File: src/logic/uart_irq_regs.vh
// What this block does
// - Transmit interrupt is gated by enable bit 1, cleared at reset.
// - Receive data interrupt is gated by enable bit 0, cleared at reset.
// - Upper four enable bits change only while the enhanced bit is set.
// - Setting transmit enable again raises a transmit interrupt by itself only if a threshold crossing came in the same cycle as the write that cleared it.
// - FIFO control register is write-only; its location reads identification instead.
// - Receive trigger bits 7:6 select 8, 16, 56 or 60 characters.
// - Transmit trigger bits 5:4 select 8, 16, 32 or 56 free spaces.
// - Transmit trigger bits change only while the enhanced bit is set.
// - Transmit FIFO reset bit empties the transmit FIFO, then clears itself.
// - Receive FIFO reset bit empties the receive FIFO, then clears itself.
// - FIFO enable bit enables or disables both FIFOs; default zero.
// - A FIFO reset lasts at least two reference clock cycles.
// - Identification register is eight bits, read-only, prioritised source report.
// - Identification bits 7 and 6 both mirror the FIFO enable bit.
// - Identification bit 0 is zero while any interrupt is pending.
// - Codes: line error 000110, timeout 001100, receive 000100, transmit 000010, modem 000000.
// - Pin change reports 110000 at level 5, Xoff or special character 010000.
// - Flow pin rising to inactive reports 100000 at lowest level 7.
// - Interrupt request output is active whenever an enabled condition exists, except receive data or a transmit crossing while that FIFO is being cleared.
`ifndef UART_IRQ_REGS_VH
`define UART_IRQ_REGS_VH

`define ADDR_IRQ_ENABLE 4'h1
`define ADDR_FIFO_CTRL 4'h2
`define ADDR_IRQ_IDENT 4'h2

`define IRQ_ENABLE_RESET 8'h00
`define FIFO_CTRL_RESET 8'h00

`define IER_RX_BIT 0
`define IER_TX_BIT 1
`define IER_LINE_BIT 2
`define IER_MODEM_BIT 3
`define IER_SLEEP_BIT 4
`define IER_XOFF_BIT 5
`define IER_RTS_BIT 6
`define IER_CTS_BIT 7
`define IER_LOW_MASK 8'h0f
`define IER_HIGH_MASK 8'hf0

`define FCR_EN_BIT 0
`define FCR_RX_RST_BIT 1
`define FCR_TX_RST_BIT 2
`define FCR_TX_TRIG_LSB 4
`define FCR_TX_TRIG_MSB 5
`define FCR_RX_TRIG_LSB 6
`define FCR_RX_TRIG_MSB 7

`define FIFO_DEPTH 7'h40
`define RX_TRIG_0 7'h08
`define RX_TRIG_1 7'h10
`define RX_TRIG_2 7'h38
`define RX_TRIG_3 7'h3c
`define TX_TRIG_0 7'h08
`define TX_TRIG_1 7'h10
`define TX_TRIG_2 7'h20
`define TX_TRIG_3 7'h38
`define RX_TRIG_NOFIFO 7'h01

`define ID_LINE 6'h06
`define ID_TIMEOUT 6'h0c
`define ID_RX 6'h04
`define ID_TX 6'h02
`define ID_MODEM 6'h00
`define ID_PIN 6'h30
`define ID_XOFF 6'h10
`define ID_FLOW 6'h20

`define REF_CLK_HZ 40000000
`define FIFO_RST_REF_PERIODS 2
`define FIFO_RST_CYCLES 2'h2

`endif

File: src/logic/uart_fifo_irq.v
`timescale 1ns/10ps
`include "uart_irq_regs.vh"
module uart_fifo_irq (
    // Clock and reset.
    input wire sys_clk,
    input wire nrst,
    // Register port from the serial slave logic.
    input wire [3:0] reg_addr,
    input wire reg_wr,
    input wire reg_rd,
    input wire [7:0] reg_wdata,
    output reg [7:0] reg_rdata,
    // Enhanced functions write enable.
    input wire enh_en,
    // FIFO levels and data strobes.
    input wire [6:0] rx_level,
    input wire [6:0] tx_space,
    input wire tx_write,
    // Interrupt condition levels from the rest of the channel.
    input wire line_err,
    input wire rx_timeout,
    input wire modem_event,
    input wire pin_change,
    input wire xoff_event,
    input wire cts_event,
    input wire rts_event,
    // Control outputs.
    output reg fifo_en,
    output reg rx_fifo_clr,
    output reg tx_fifo_clr,
    output reg [6:0] rx_trig_level,
    output reg [6:0] tx_trig_level,
    output reg sleep_en,
    output reg [7:0] irq_enable_out,
    output reg irq_n
);

    localparam ST_IDLE = 2'b01;
    localparam ST_CLR = 2'b10;

    // With the FIFOs off a single holding location is used, so one character already asks for service.
    // The transmit side then waits for a completely empty FIFO instead.
    function [6:0] rx_trig;
        input [1:0] sel;
        input en;
        begin
            if (!en)
            begin
                rx_trig = `RX_TRIG_NOFIFO;
            end
            else
            begin
                case (sel)
                    2'h0: rx_trig = `RX_TRIG_0;
                    2'h1: rx_trig = `RX_TRIG_1;
                    2'h2: rx_trig = `RX_TRIG_2;
                    default: rx_trig = `RX_TRIG_3;
                endcase
            end
        end
    endfunction

    function [6:0] tx_trig;
        input [1:0] sel;
        input en;
        begin
            if (!en)
            begin
                tx_trig = `FIFO_DEPTH;
            end
            else
            begin
                case (sel)
                    2'h0: tx_trig = `TX_TRIG_0;
                    2'h1: tx_trig = `TX_TRIG_1;
                    2'h2: tx_trig = `TX_TRIG_2;
                    default: tx_trig = `TX_TRIG_3;
                endcase
            end
        end
    endfunction

    // The clear sequencers count the same clock that runs the FIFO level logic.
    reg [7:0] ier_q;
    reg [7:0] ier_d;
    reg en_q;
    reg [1:0] rx_sel_q;
    reg [1:0] tx_sel_q;
    reg [1:0] rx_st_q;
    reg [1:0] tx_st_q;
    reg [1:0] rx_cnt_q;
    reg [1:0] tx_cnt_q;
    reg tx_above_q;
    reg tx_pend_q;
    reg tx_pend_d;
    reg [5:0] id_d;
    reg any_d;
    reg [7:0] rdata_d;

    // Control and identification share one address; the direction of the access tells them apart.
    wire wr_ier = reg_wr && (reg_addr == `ADDR_IRQ_ENABLE);
    wire wr_fcr = reg_wr && (reg_addr == `ADDR_FIFO_CTRL);
    wire rd_iir = reg_rd && (reg_addr == `ADDR_IRQ_IDENT);
    wire [6:0] rx_thr = rx_trig(rx_sel_q, en_q);
    wire [6:0] tx_thr = tx_trig(tx_sel_q, en_q);
    wire tx_above = (tx_space >= tx_thr);
    wire tx_busy = tx_st_q[1];

    // Enhanced bits hold their value unless the enhanced enable allows a write.
    always @*
    begin
        ier_d = ier_q;
        if (wr_ier)
        begin
            ier_d[3:0] = reg_wdata[3:0];
            if (enh_en)
            begin
                ier_d[7:4] = reg_wdata[7:4];
            end
        end
    end

    // Receive data and timeout share enable bit 0, as both are served by one receive routine.
    // Pin change is already qualified outside this block, so it is not gated here.
    // Receive data is held off while its FIFO is being cleared, since the level is then meaningless.
    wire src_line = line_err && ier_q[`IER_LINE_BIT];
    wire src_tmo = rx_timeout && ier_q[`IER_RX_BIT];
    wire src_rx = (rx_level >= rx_thr) && (rx_level != 7'h00) && ier_q[`IER_RX_BIT] && !rx_st_q[1];
    wire src_tx = tx_pend_q && ier_q[`IER_TX_BIT];
    wire src_modem = modem_event && ier_q[`IER_MODEM_BIT];
    wire src_pin = pin_change;
    wire src_xoff = xoff_event && ier_q[`IER_XOFF_BIT];
    wire src_flow = (cts_event && ier_q[`IER_CTS_BIT]) || (rts_event && ier_q[`IER_RTS_BIT]);

    // Only the top pending source is encoded; others wait their turn.
    always @*
    begin
        any_d = 1'b1;
        if (src_line)
        begin
            id_d = `ID_LINE;
        end
        else if (src_tmo)
        begin
            id_d = `ID_TIMEOUT;
        end
        else if (src_rx)
        begin
            id_d = `ID_RX;
        end
        else if (src_tx)
        begin
            id_d = `ID_TX;
        end
        else if (src_modem)
        begin
            id_d = `ID_MODEM;
        end
        else if (src_pin)
        begin
            id_d = `ID_PIN;
        end
        else if (src_xoff)
        begin
            id_d = `ID_XOFF;
        end
        else if (src_flow)
        begin
            id_d = `ID_FLOW;
        end
        else
        begin
            id_d = 6'h00;
            any_d = 1'b0;
        end
    end

    // The transmit flag is armed only by a crossing of the threshold, so an enable write alone
    // cannot raise it. A clear in the same cycle as a new crossing loses to the crossing.
    always @*
    begin
        tx_pend_d = tx_pend_q;
        if (tx_write || (rd_iir && any_d && (id_d == `ID_TX)) || (wr_ier && !reg_wdata[`IER_TX_BIT]))
        begin
            tx_pend_d = 1'b0;
        end
        if (tx_above && !tx_above_q && !tx_busy && ier_q[`IER_TX_BIT])
        begin
            tx_pend_d = 1'b1;
        end
    end

    // The control location is write-only, so a read there returns identification.
    always @*
    begin
        rdata_d = 8'h00;
        if (reg_addr == `ADDR_IRQ_IDENT)
        begin
            // Bit 0 of the code slot carries the no-pending flag, so the code's own bit 0 is dropped.
            rdata_d = {en_q, en_q, id_d[5:1], !any_d};
        end
        else if (reg_addr == `ADDR_IRQ_ENABLE)
        begin
            rdata_d = ier_q;
        end
    end

    // A control write updates FIFO enable and receive trigger at once; the transmit trigger
    // is an enhanced function and keeps its old value without the enhanced enable.
    always @(posedge sys_clk or negedge nrst)
    begin
        if (!nrst)
        begin
            ier_q <= `IRQ_ENABLE_RESET;
            en_q <= 1'b0;
            rx_sel_q <= 2'h0;
            tx_sel_q <= 2'h0;
            tx_above_q <= 1'b0;
            tx_pend_q <= 1'b0;
            reg_rdata <= 8'h00;
        end
        else
        begin
            ier_q <= ier_d;
            tx_above_q <= tx_above;
            tx_pend_q <= tx_pend_d;
            if (reg_rd)
            begin
                reg_rdata <= rdata_d;
            end
            if (wr_fcr)
            begin
                en_q <= reg_wdata[`FCR_EN_BIT];
                rx_sel_q <= reg_wdata[`FCR_RX_TRIG_MSB:`FCR_RX_TRIG_LSB];
                if (enh_en)
                begin
                    tx_sel_q <= reg_wdata[`FCR_TX_TRIG_MSB:`FCR_TX_TRIG_LSB];
                end
            end
        end
    end

    // Each FIFO clear is a short sequence rather than a one-cycle pulse, so the level logic
    // outside sees the clear for the full minimum time on the reference clock.
    always @(posedge sys_clk or negedge nrst)
    begin
        if (!nrst)
        begin
            rx_st_q <= ST_IDLE;
            rx_cnt_q <= 2'h0;
        end
        else
        begin
            case (rx_st_q)
                ST_IDLE:
                begin
                    if (wr_fcr && reg_wdata[`FCR_RX_RST_BIT])
                    begin
                        rx_st_q <= ST_CLR;
                        rx_cnt_q <= `FIFO_RST_CYCLES;
                    end
                end
                ST_CLR:
                begin
                    rx_cnt_q <= rx_cnt_q - 2'h1;
                    if (rx_cnt_q == 2'h1)
                    begin
                        rx_st_q <= ST_IDLE;
                    end
                end
                default:
                begin
                    rx_st_q <= ST_IDLE;
                end
            endcase
        end
    end

    // The transmit clear runs the same sequence. Because it counts the clock, a stopped clock
    // also stalls the clear, so it can never end early.
    always @(posedge sys_clk or negedge nrst)
    begin
        if (!nrst)
        begin
            tx_st_q <= ST_IDLE;
            tx_cnt_q <= 2'h0;
        end
        else
        begin
            case (tx_st_q)
                ST_IDLE:
                begin
                    if (wr_fcr && reg_wdata[`FCR_TX_RST_BIT])
                    begin
                        tx_st_q <= ST_CLR;
                        tx_cnt_q <= `FIFO_RST_CYCLES;
                    end
                end
                ST_CLR:
                begin
                    tx_cnt_q <= tx_cnt_q - 2'h1;
                    if (tx_cnt_q == 2'h1)
                    begin
                        tx_st_q <= ST_IDLE;
                    end
                end
                default:
                begin
                    tx_st_q <= ST_IDLE;
                end
            endcase
        end
    end

    // Outputs are registered copies; the clear strobes follow the sequencer by one cycle.
    always @(posedge sys_clk or negedge nrst)
    begin
        if (!nrst)
        begin
            fifo_en <= 1'b0;
            rx_fifo_clr <= 1'b0;
            tx_fifo_clr <= 1'b0;
            rx_trig_level <= `RX_TRIG_NOFIFO;
            tx_trig_level <= `FIFO_DEPTH;
            sleep_en <= 1'b0;
            irq_enable_out <= `IRQ_ENABLE_RESET;
            irq_n <= 1'b1;
        end
        else
        begin
            fifo_en <= en_q;
            rx_fifo_clr <= rx_st_q[1];
            tx_fifo_clr <= tx_st_q[1];
            rx_trig_level <= rx_thr;
            tx_trig_level <= tx_thr;
            sleep_en <= ier_q[`IER_SLEEP_BIT];
            irq_enable_out <= ier_q;
            // The request pin is registered, so it follows the pending sources one cycle later.
            irq_n <= !any_d;
        end
    end

endmodule

File: config.mk
export PLATFORM = sky130hd
export DESIGN_NAME = uart_fifo_irq
export DESIGN_NICKNAME = d
export VERILOG_FILES = /design/src/logic/uart_fifo_irq.v
export VERILOG_INCLUDE_DIRS = /design/src /design/src/logic
export SDC_FILE = /design/constraint.sdc
export NUM_CORES = 1
export LEC_CHECK = 0
export BUFFER_PORTS_ARGS = -buffer_cell sky130_fd_sc_hd__buf_2
export CAP_MARGIN = 10
export CELL_PAD_IN_SITES_DETAIL_PLACEMENT = 0
export CELL_PAD_IN_SITES_GLOBAL_PLACEMENT = 2
export CORE_MARGIN = 2
export CORE_UTILIZATION = 34
export DETAILED_ROUTE_END_ITERATION = 6
export HOLD_SLACK_MARGIN = 0.05
export PLACE_DENSITY_LB_ADDON = 0.1
export SETUP_SLACK_MARGIN = 0.15
export SLEW_MARGIN = 20
export SYNTH_ARGS = -nofsm -noshare
export SYNTH_HDL_FRONTEND = slang
export SYNTH_SLANG_ARGS = --single-unit
File: constraint.sdc
create_clock -name sys_clk -period 4.3 [get_ports sys_clk]
set_input_delay 0.43 -clock sys_clk [delete_from_list [all_inputs] [get_ports sys_clk]]
set_output_delay 0.43 -clock sys_clk [all_outputs]
set_load 0.02 [all_outputs]
**After elaboration in Yosys (flattened, before gate mapping)**

Index checks and enable logic that the tools add are counted.

- Memories kept: 0
- Bits in writable memories: 0
- Register bits after elaboration: 58
- Output and inout bits: 35
- Input bits: 39
- Bits in latches: 0
- ROM bits: 0
- Word-level logic and storage cells: 114

- Reduce and logical (&&, ||, !) cells: 41
- Shift operators: 0
- $mul: 0
- Multiplexer cells: 32
- Magnitude comparators: 2
- Div/mod/pow operators: 0
- Equal/unequal tests: 17
- $add $sub $neg: 2
- Bitwise gates (word level): 0

Operator list:

| kind | number |
|---|---|
| $mux 6 | 8 |
| $pmux 6 s3 | 2 |
| $logic_and 1x1->1 | 21 |
| $mux 8 | 2 |
| $pmux 2 s2 | 4 |
| $ge 7x7->1 | 2 |
| $mux 7 | 2 |
| $eq 2x1->1 const B | 6 |
| $reduce_and 2->1 | 6 |
| $mux 1 | 10 |
| $eq 2x2->1 const B | 4 |
| $mux 2 | 4 |
| $ne 2x2->1 const B | 4 |
| $reduce_bool 7->1 | 1 |
| $eq 6x2->1 const B | 1 |
| $reduce_bool 2->1 | 3 |
| $logic_not 1->1 | 5 |
| $eq 4x1->1 const B | 1 |
| $eq 4x2->1 const B | 1 |
| $logic_not 2->1 | 2 |
| $sub 2x1->2 const B | 2 |
| $logic_or 1x1->1 | 3 |

**Depth between registers and ports, before layout**

Gate-level depths: netlist of run 1.

- Word-level depth: 16
- Depth in mapped cells: 10
- Mapped depth without buffers: 9

**Worst setup path before layout of run 1**

OpenSTA, ideal clock, no wires.

- Kind: register to register
- From: register en_q
- To: register reg_rdata[0]
- Clock period less this slack: 1.996 ns
- Slack: 2.304 ns
- Setup time: 0.092 ns
- Buffers on the path: 1
- Data arrival time: 1.904 ns
- Required time: 4.208 ns
- Stages on the path, launching flop included: 11
- Path through: dfrtp_1 -> clkbuf_1 -> nand2_1 -> inv_1 -> nand2_1 -> ha_1 -> nor4b_1 -> nor2_1 -> o2111ai_1 -> o21ai_1 -> o31ai_2

- Word-level cells in the longest chain between the ends: 10

RTL lines:

| item | line | text |
|---|---|---|
| from (decl) | uart_fifo_irq.v:86 | `reg en_q;` |
| from (signal assigned) | uart_fifo_irq.v:233 | `` en_q <= reg_wdata[`FCR_EN_BIT]; `` |
| $mux 7 | uart_fifo_irq.v:47 | `if (!en)` |
| via rx_thr[5] | uart_fifo_irq.v:104 | `wire [6:0] rx_thr = rx_trig(rx_sel_q, en_q);` |
| $ge 7x7->1 | uart_fifo_irq.v:128 | `` wire src_rx = (rx_level >= rx_thr) && (rx_level != 7'h00) && ier_q[`IER_RX_BIT] && !rx_st_q[1]; `` |
| $logic_and 1x1->1 (3 in series) | uart_fifo_irq.v:128 |  |
| $mux 1 | uart_fifo_irq.v:147 | `else if (src_rx)` |
| $mux 1 | uart_fifo_irq.v:143 | `else if (src_tmo)` |
| $mux 1 | uart_fifo_irq.v:139 | `if (src_line)` |
| $logic_not 1->1 | uart_fifo_irq.v:200 | `rdata_d = {en_q, en_q, id_d[5:1], !any_d};` |
| $mux 8 | uart_fifo_irq.v:197 | `` if (reg_addr == `ADDR_IRQ_IDENT) `` |
| to (signal assigned) | uart_fifo_irq.v:229 | `reg_rdata <= rdata_d;` |
| to (decl) | uart_fifo_irq.v:12 | `output reg [7:0] reg_rdata,` |

The timed path passes the listed nets, and every way through them passes these cells.
A chain may end at the register's enable or synchronous reset.

**Worst setup path after layout of run 1**

Ends and elaborated chain as after synthesis.

==> results of run 1 <==
==> sequential cells by signal, summed over array words and instances, names as in the netlist <==
| signal | cells |
|---|---|
| reg_rdata | 8 |
| rx_cnt_q | 2 |
| rx_trig_level | 5 |
| irq_n | 1 |
| tx_trig_level | 3 |
| ier_q | 8 |
| tx_cnt_q | 2 |
| tx_pend_q | 1 |
| fifo_en | 1 |
| tx_above_q | 1 |
| rx_st_q | 2 |
| rx_fifo_clr | 1 |
| tx_fifo_clr | 1 |
| rx_sel_q | 2 |
| tx_st_q | 2 |
| tx_sel_q | 2 |
| en_q | 1 |
| irq_enable_out | 8 |
==> stage by stage <==
stage | area, um^2 | hold WS (ns)
3_3_place_gp | 2750 | 0.397
3_5_place_dp | 2750 | 0.397
6_report | 2840 | 0.233
2_1_floorplan | 2360 | 0.134
4_1_cts | 2840 | 0.252
5_1_grt | 2840 | 0.281
==> cell families after synthesis <==
kind of cell,Yosys count,synth area share (%)
fa+ha+maj,13,6.92
buf+inv,29,5.80
simple gates,57,13.0
flops,51,54.5
other cells,1,0.160
mux,12,5.64
compound gates,49,13.9
==> metal layers <==
layer | vias to the layer above | global-route usage (%) | share of wire [%]
met3 | 6 | 3.51 | 5.3
li1 | 866 | - | -
met1 | 831 | 22.3 | 48
met2 | 55 | 22.8 | 45
met5 | - | 0 | 0
met4 | 0 | 5.87 | 1.7
==> layout make-up <==
type,count,area [um^2],share of cell area [%]
clock inverter,2,12.5,0.441
multi-input combinational,136,947,33.4
tap,80,100,3.53
clock buffer,6,72.6,2.56
sequential,51,1280,45.2
inverter,18,67.6,2.38
timing repair buffer,70,355,12.5
==> how the worst min path moves through the flow <==
stage                        start  depth (start not counted)  slack, ns                end
after floorplan               nrst                          0       0.13               en_q
after global placement    ier_q[4]                          0       0.40  irq_enable_out[4]
after detailed placement  ier_q[4]                          0       0.40  irq_enable_out[4]
after CTS                     nrst                          2       0.25  irq_enable_out[5]
after global routing          nrst                          2       0.28  irq_enable_out[7]
final                         nrst                          2       0.23  irq_enable_out[5]
==> worst reg2reg max path: cells and delay by family (launching register included) <==
kind                       cells  cell delay, ns
and+or+nand+nor                4            0.61
adders and majority gates      1            0.19
DFF                            1            0.58
buffers and inverters          1            0.12
AOI/OAI and AO/OA              3            0.76
==> synthesized netlist by cell type (2+ instances only) <==
cell type  instances
nand2b_1           2
and2_1             2
nor2_1             9
nand2_1           26
a31oi_1            2
o21a_1             2
buf_4              7
a211oi_1           2
a21oi_1            5
mux2_2            10
dfstp_2            4
nand3_1            4
ha_1              13
dfrtp_1           47
mux2i_1            2
inv_1             18
clkbuf_1           3
nor2b_1            4
nor4b_1            3
a22oi_1            3
o21ai_0           22
==> power by group <==
group | internal [W] | switching [W]
clock network | 0.000114 | 0.000159
registers | 0.000562 | 0.0000572
logic | 0.000123 | 0.000186
total | 0.000799 | 0.000402
==> metrics.txt, run 1 <==
PortBufs=68; CTS Sinks=51; total gr overflow=0; mean area per synthesized cell=11.1 um^2; Routability Congestion=approximately 0.78; Critical Path End Type=register; drt wl/cell=14.7 um; critical path peak fanout=11; crit-path cells=nand2_1 > inv_1 > nand2_1 > ha_1 > nor4b_1 > nor2_1 > o2111ai_1 > o21ai_1 > o31ai_2; Inst Count DP=355; Synth area leader=dfrtp_1; RSZ-0062 raised after global routing=no; Post-synth EDFFs=0; setup TNS=0 ns; Clk Latency, worst-skew pair=between 0.3 and 0.4 ns; CTS buffer count=5; layout cells sized above 1=around a third; first-pass GRT wire length=just under 9000 um; io pins=74; die area=about 7600 um^2; Seq/Total Area, Yosys=between 50% and 60%; crit path launch=en_q; Reg2Reg Depth=9; Leak=~1.4 nW; Starting Density=34.8%; NumNets Final=334; largest net degree at the start of global routing=between 50 and 60; commonest non-fill, non-tap cell in the layout=buf_2; most frequent cells in the layout=buf_2, dfrtp_1, nand2_1; chip height=roughly 87 um; Synth cell types=43; max cap viols=0; part of the cycle the worst path needs=a little over half; clock skew=approximately 0.0085 ns; worst-case clock buffer depth=2; Resized cells post-CTS=0; DRC errors left=0; reg-to-reg slack, setup=1.97 ns; Syn Inst Count=212; via count=about 1.8k; Buf/Inv on CP=1; Layout Cells excl Fill=about 360; largest cells by area after synthesis=dfrtp_1, ha_1, mux2_2, o21ai_0, dfstp_2; # Post-CTS Setup Buffers=0; Crit path arrival time=about 2.6 ns; flip-flop and latch count after synthesis=between 50 and 60; worst slew pin tran=0.651 ns; initial drt markers=70; number of diodes=0; Hold Buf Count CTS=0; Vias/cell=4.84; Routed WL=5350 um; final core occ=42.0%; DRT Pass-1 Iters=4; post-route antenna net violation count=0; H-tree levels=2; Final setup viols=0; Synth-to-Final Area Change=20.7%; Slew headroom=between 50% and 60%; status=finished, final reports clean; fillcell total=roughly 670; hpwl dp=4120 um; share of the synthesized area in the top cell type=about half; reg2reg end=reg_rdata[0]; crit path capture=reg_rdata[0]; CTS root buf=clkbuf_8; Cell Pwr Density=between 400 and 500 nW/um^2; slowest cell on the critical path=dfrtp_1; Synth Cell Area=~2300 um^2; Final Hold Fails=0; dpl ws=1.96 ns; Core ar.=~6800 um^2; f_max=430 MHz; Die Width=slightly below 90 um; CP Class=register to register; initial antenna violation count=0; Max IR drop VDD=between 0.15 and 0.2 mV; Final Max Tran Viols=0; Critical Path RT=roughly 4.5 ns; Std-Cell Rows=30; async set-reset flop share out of synthesis=100%; Syn. warnings=0; PnR worst setup slack=1.97 ns; Tmin final=approximately 2.3 ns; Tot GR Track Use=15.5%; CP dominant cell by count=nand2_1; RR Startpoint=en_q; slowest cell delay on critical path=0.58 ns; vias in the first global route=1683; clk slew on worst S/H paths=about 0.090 ns; hold crit path type=input pin to asynchronous set/reset pin; Tot Pwr=between 0.001 and 0.0015 W; Synth Flop Type=dfrtp_1; Crit. path cell count=9; critical path startpoint category=register; CTS tree=yes; Crit path max-delay family=compound AO/OA/AOI/OAI gates
Note: power is estimated with default switching activity, not from simulation.
==> run 2, diff against run 1 <==
--- a/config.mk
+++ b/config.mk
@@ -11,7 +11,7 @@
 export CELL_PAD_IN_SITES_DETAIL_PLACEMENT = 0
 export CELL_PAD_IN_SITES_GLOBAL_PLACEMENT = 2
 export CORE_MARGIN = 2
-export CORE_UTILIZATION = 34
+export CORE_UTILIZATION = 31
 export DETAILED_ROUTE_END_ITERATION = 6
 export HOLD_SLACK_MARGIN = 0.05
 export PLACE_DENSITY_LB_ADDON = 0.1
==> constraint.sdc (replaced) <==
create_clock -name sys_clk -period 2.2 [get_ports sys_clk]
set_input_delay 0.22 -clock sys_clk [delete_from_list [all_inputs] [get_ports sys_clk]]
set_output_delay 0.22 -clock sys_clk [all_outputs]
set_load 0.02 [all_outputs]
==> run 2 against run 1 <==
Register-to-register slack got worse by 1.7 ns. Utilization shrank 1.0 points. Combinational power grew 120%. Sequential cell count unchanged. Wire length up 3.7%. Final cell count rose by 7.2%. Hold slack worse by 0.085 ns. Via count up 1.4%.
==> metrics.txt, run 2 (synthesis gave the netlist of run 1 again) <==
status=finished, final reports clean; initial antenna violation count=0; reg-to-reg slack, setup=0.29 ns; Clk Latency, worst-skew pair=approximately 0.3 ns; Slew headroom=roughly three fifths; first-pass GRT wire length=around 8800 um; Std-Cell Rows=31; Internal Power=0.00172 W; Buf/Inv on CP=1; critical path peak fanout=4; setup TNS=0 ns; DRT Pass-1 Iters=4; CTS tree=yes; Final Max Tran Viols=0; Tmin final=between 1.5 and 2 ns; Die Width=slightly above 90 um; worst-case clock buffer depth=2; drt wl/cell=14.3 um; Hold WS=around 0.15 ns; NumNets Final=~340; RSZ-0062 raised after global routing=yes; Synth-to-Final Area Change=27.2%; PortBufs=68; CP dominant cell by count=ha_1; chip height=between 90 and 100 um; Gate power share=roughly 27%; clk slew on worst S/H paths=0.09 ns; worst slew pin tran=slightly below 0.6 ns; commonest non-fill, non-tap cell in the layout=buf_2; slowest cell delay on critical path=0.40 ns; hpwl dp=4320 um; f_max=525 MHz; Crit. path cell count=9; Cell Pwr Density=~840 nW/um^2; number of diodes=0; crit-path cells=inv_1 > ha_1 > and2_1 > ha_1 > nor4b_2 > nand3_1 > nand2_1 > o31ai_2 > o211ai_1; Critical Path RT=2.37 ns; sw frac=31.5%; CP Class=register to register; Crit path arrival time=roughly 2.1 ns; part of the cycle the worst path needs=86.6%; Starting Density=32.2%; top flop regs=ier_q: 8 flops, irq_enable_out: 8 flops, reg_rdata: 8 flops; Tot GR Track Use=a little over an eighth; CTS Sinks=between 50 and 60; CTS root buf=clkbuf_8; Reg2Reg Depth=9; most frequent cells in the layout=buf_2, dfrtp_1, nand2_1; dpl ws=about 0.059 ns; Leak=approximately 1.5 nW; DRC errors left=0; Sw Pwr=roughly 0.00079 W; via count=about 1.8k; Routed WL=approximately 5500 um; clock power share=around a quarter; Critical Path End Type=register; initial drt markers=60; fillcell total=757; total gr overflow=0; hold crit path type=input pin to register; power share of the sequential group=a little under half; clock skew=slightly below 0.009 ns; PnR worst setup slack=a little under 0.3 ns; CTS buffer count=5; slowest cell on the critical path=dfrtp_1; io pins=74; post-route antenna net violation count=0; Core ar.=about 7300 um^2; Max IR drop VDD=~0.33 mV; max cap viols=0; crit path capture=tx_pend_q; Vias/cell=about 4.6; Crit path max-delay family=adder cells; vias in the first global route=1793; Final Hold Fails=0; crit path launch=tx_sel_q[1]; die area=~8300 um^2; Routability Congestion=0.831; RR Startpoint=tx_sel_q[1]; reg2reg end=tx_pend_q; H-tree levels=2; largest net degree at the start of global routing=29; layout cells sized above 1=approximately two fifths; Final setup viols=0; critical path startpoint category=register
## run 2: worst reg2reg max path: stages, from the launching register on
cell,delay (ns)
dfrtp_1,0.40
inv_1,0.06
ha_1,0.26
and2_1,0.18
ha_1,0.26
nor4b_2,0.16
nand3_1,0.07
nand2_1,0.08
o31ai_2,0.21
o211ai_1,0.11
## run 2: cell type report
| type | count | area, um^2 | area share [%] |
|---|---|---|---|
| Timing Repair Buffer | 78 | 430 | 14.4 |
| Clock buffer | 6 | 72.6 | 2.43 |
| Tap cell | 99 | 124 | 4.15 |
| Clock inverter | 1 | 30.0 | 1.01 |
| Sequential cell | 51 | 1280 | 42.9 |
| Multi-Input combinational cell | 136 | 981 | 32.8 |
| Inverter | 18 | 67.6 | 2.26 |
## run 2: worst min path at each step
stage / cells after the start / start / to
3_3_place_gp: 1 / nrst / rx_trig_level[4]
2_1_floorplan: 0 / nrst / en_q
5_1_grt: 2 / reg_wdata[3] / ier_q[3]
6_report: 3 / reg_wdata[6] / rx_sel_q[0]
3_5_place_dp: 1 / nrst / rx_trig_level[4]
4_1_cts: 2 / reg_wdata[3] / ier_q[3]
## run 2: power by group through the flow
stage | combinational, W | sequential [W] | clock, W
final | 0.000677 | 0.00120 | 0.000633
after global routing | 0.000761 | 0.00122 | 0.000700
after CTS | 0.000652 | 0.00120 | 0.000659
after detailed placement | 0.000643 | 0.00122 | 0
after global placement | 0.000646 | 0.00122 | 0
after floorplan | 0.000306 | 0.00130 | 0
## run 2: repair_timing
item / 4_1_cts / 5_1_grt
hold buffers: 1 / 0
setup endpoints to repair: 4 / 8
setup buffers: 0 / 3
pin swaps: 0 / 4
hold endpoints to repair: 21 / 0
gates resized for setup: 2 / 7
## run 2: per-stage QoR
step	std cells	utilization (%)	instance area [um^2]	power, W
5_1_grt	389	41.0	2990	0.00268
4_1_cts	386	40.3	2940	0.00251
6_report	389	41.0	2990	0.00251
3_3_place_gp	378	38.6	2820	0.00186
3_5_place_dp	378	38.6	2820	0.00186
2_1_floorplan	216	-	2360	0.00161
## run 2: routing by layer
| layer | track usage [%] | routed length (um) | up-vias | share of wire, % |
|---|---|---|---|---|
| met3 | 3.15 | 197 | 2 | 3.6 |
| li1 | - | - | 884 | - |
| met2 | 23.0 | 2760 | 39 | 50 |
| met5 | 0 | 0 | - | 0 |
| met1 | 17.9 | 2550 | 857 | 46 |
| met4 | 3.79 | 33 | 0 | 0.60 |
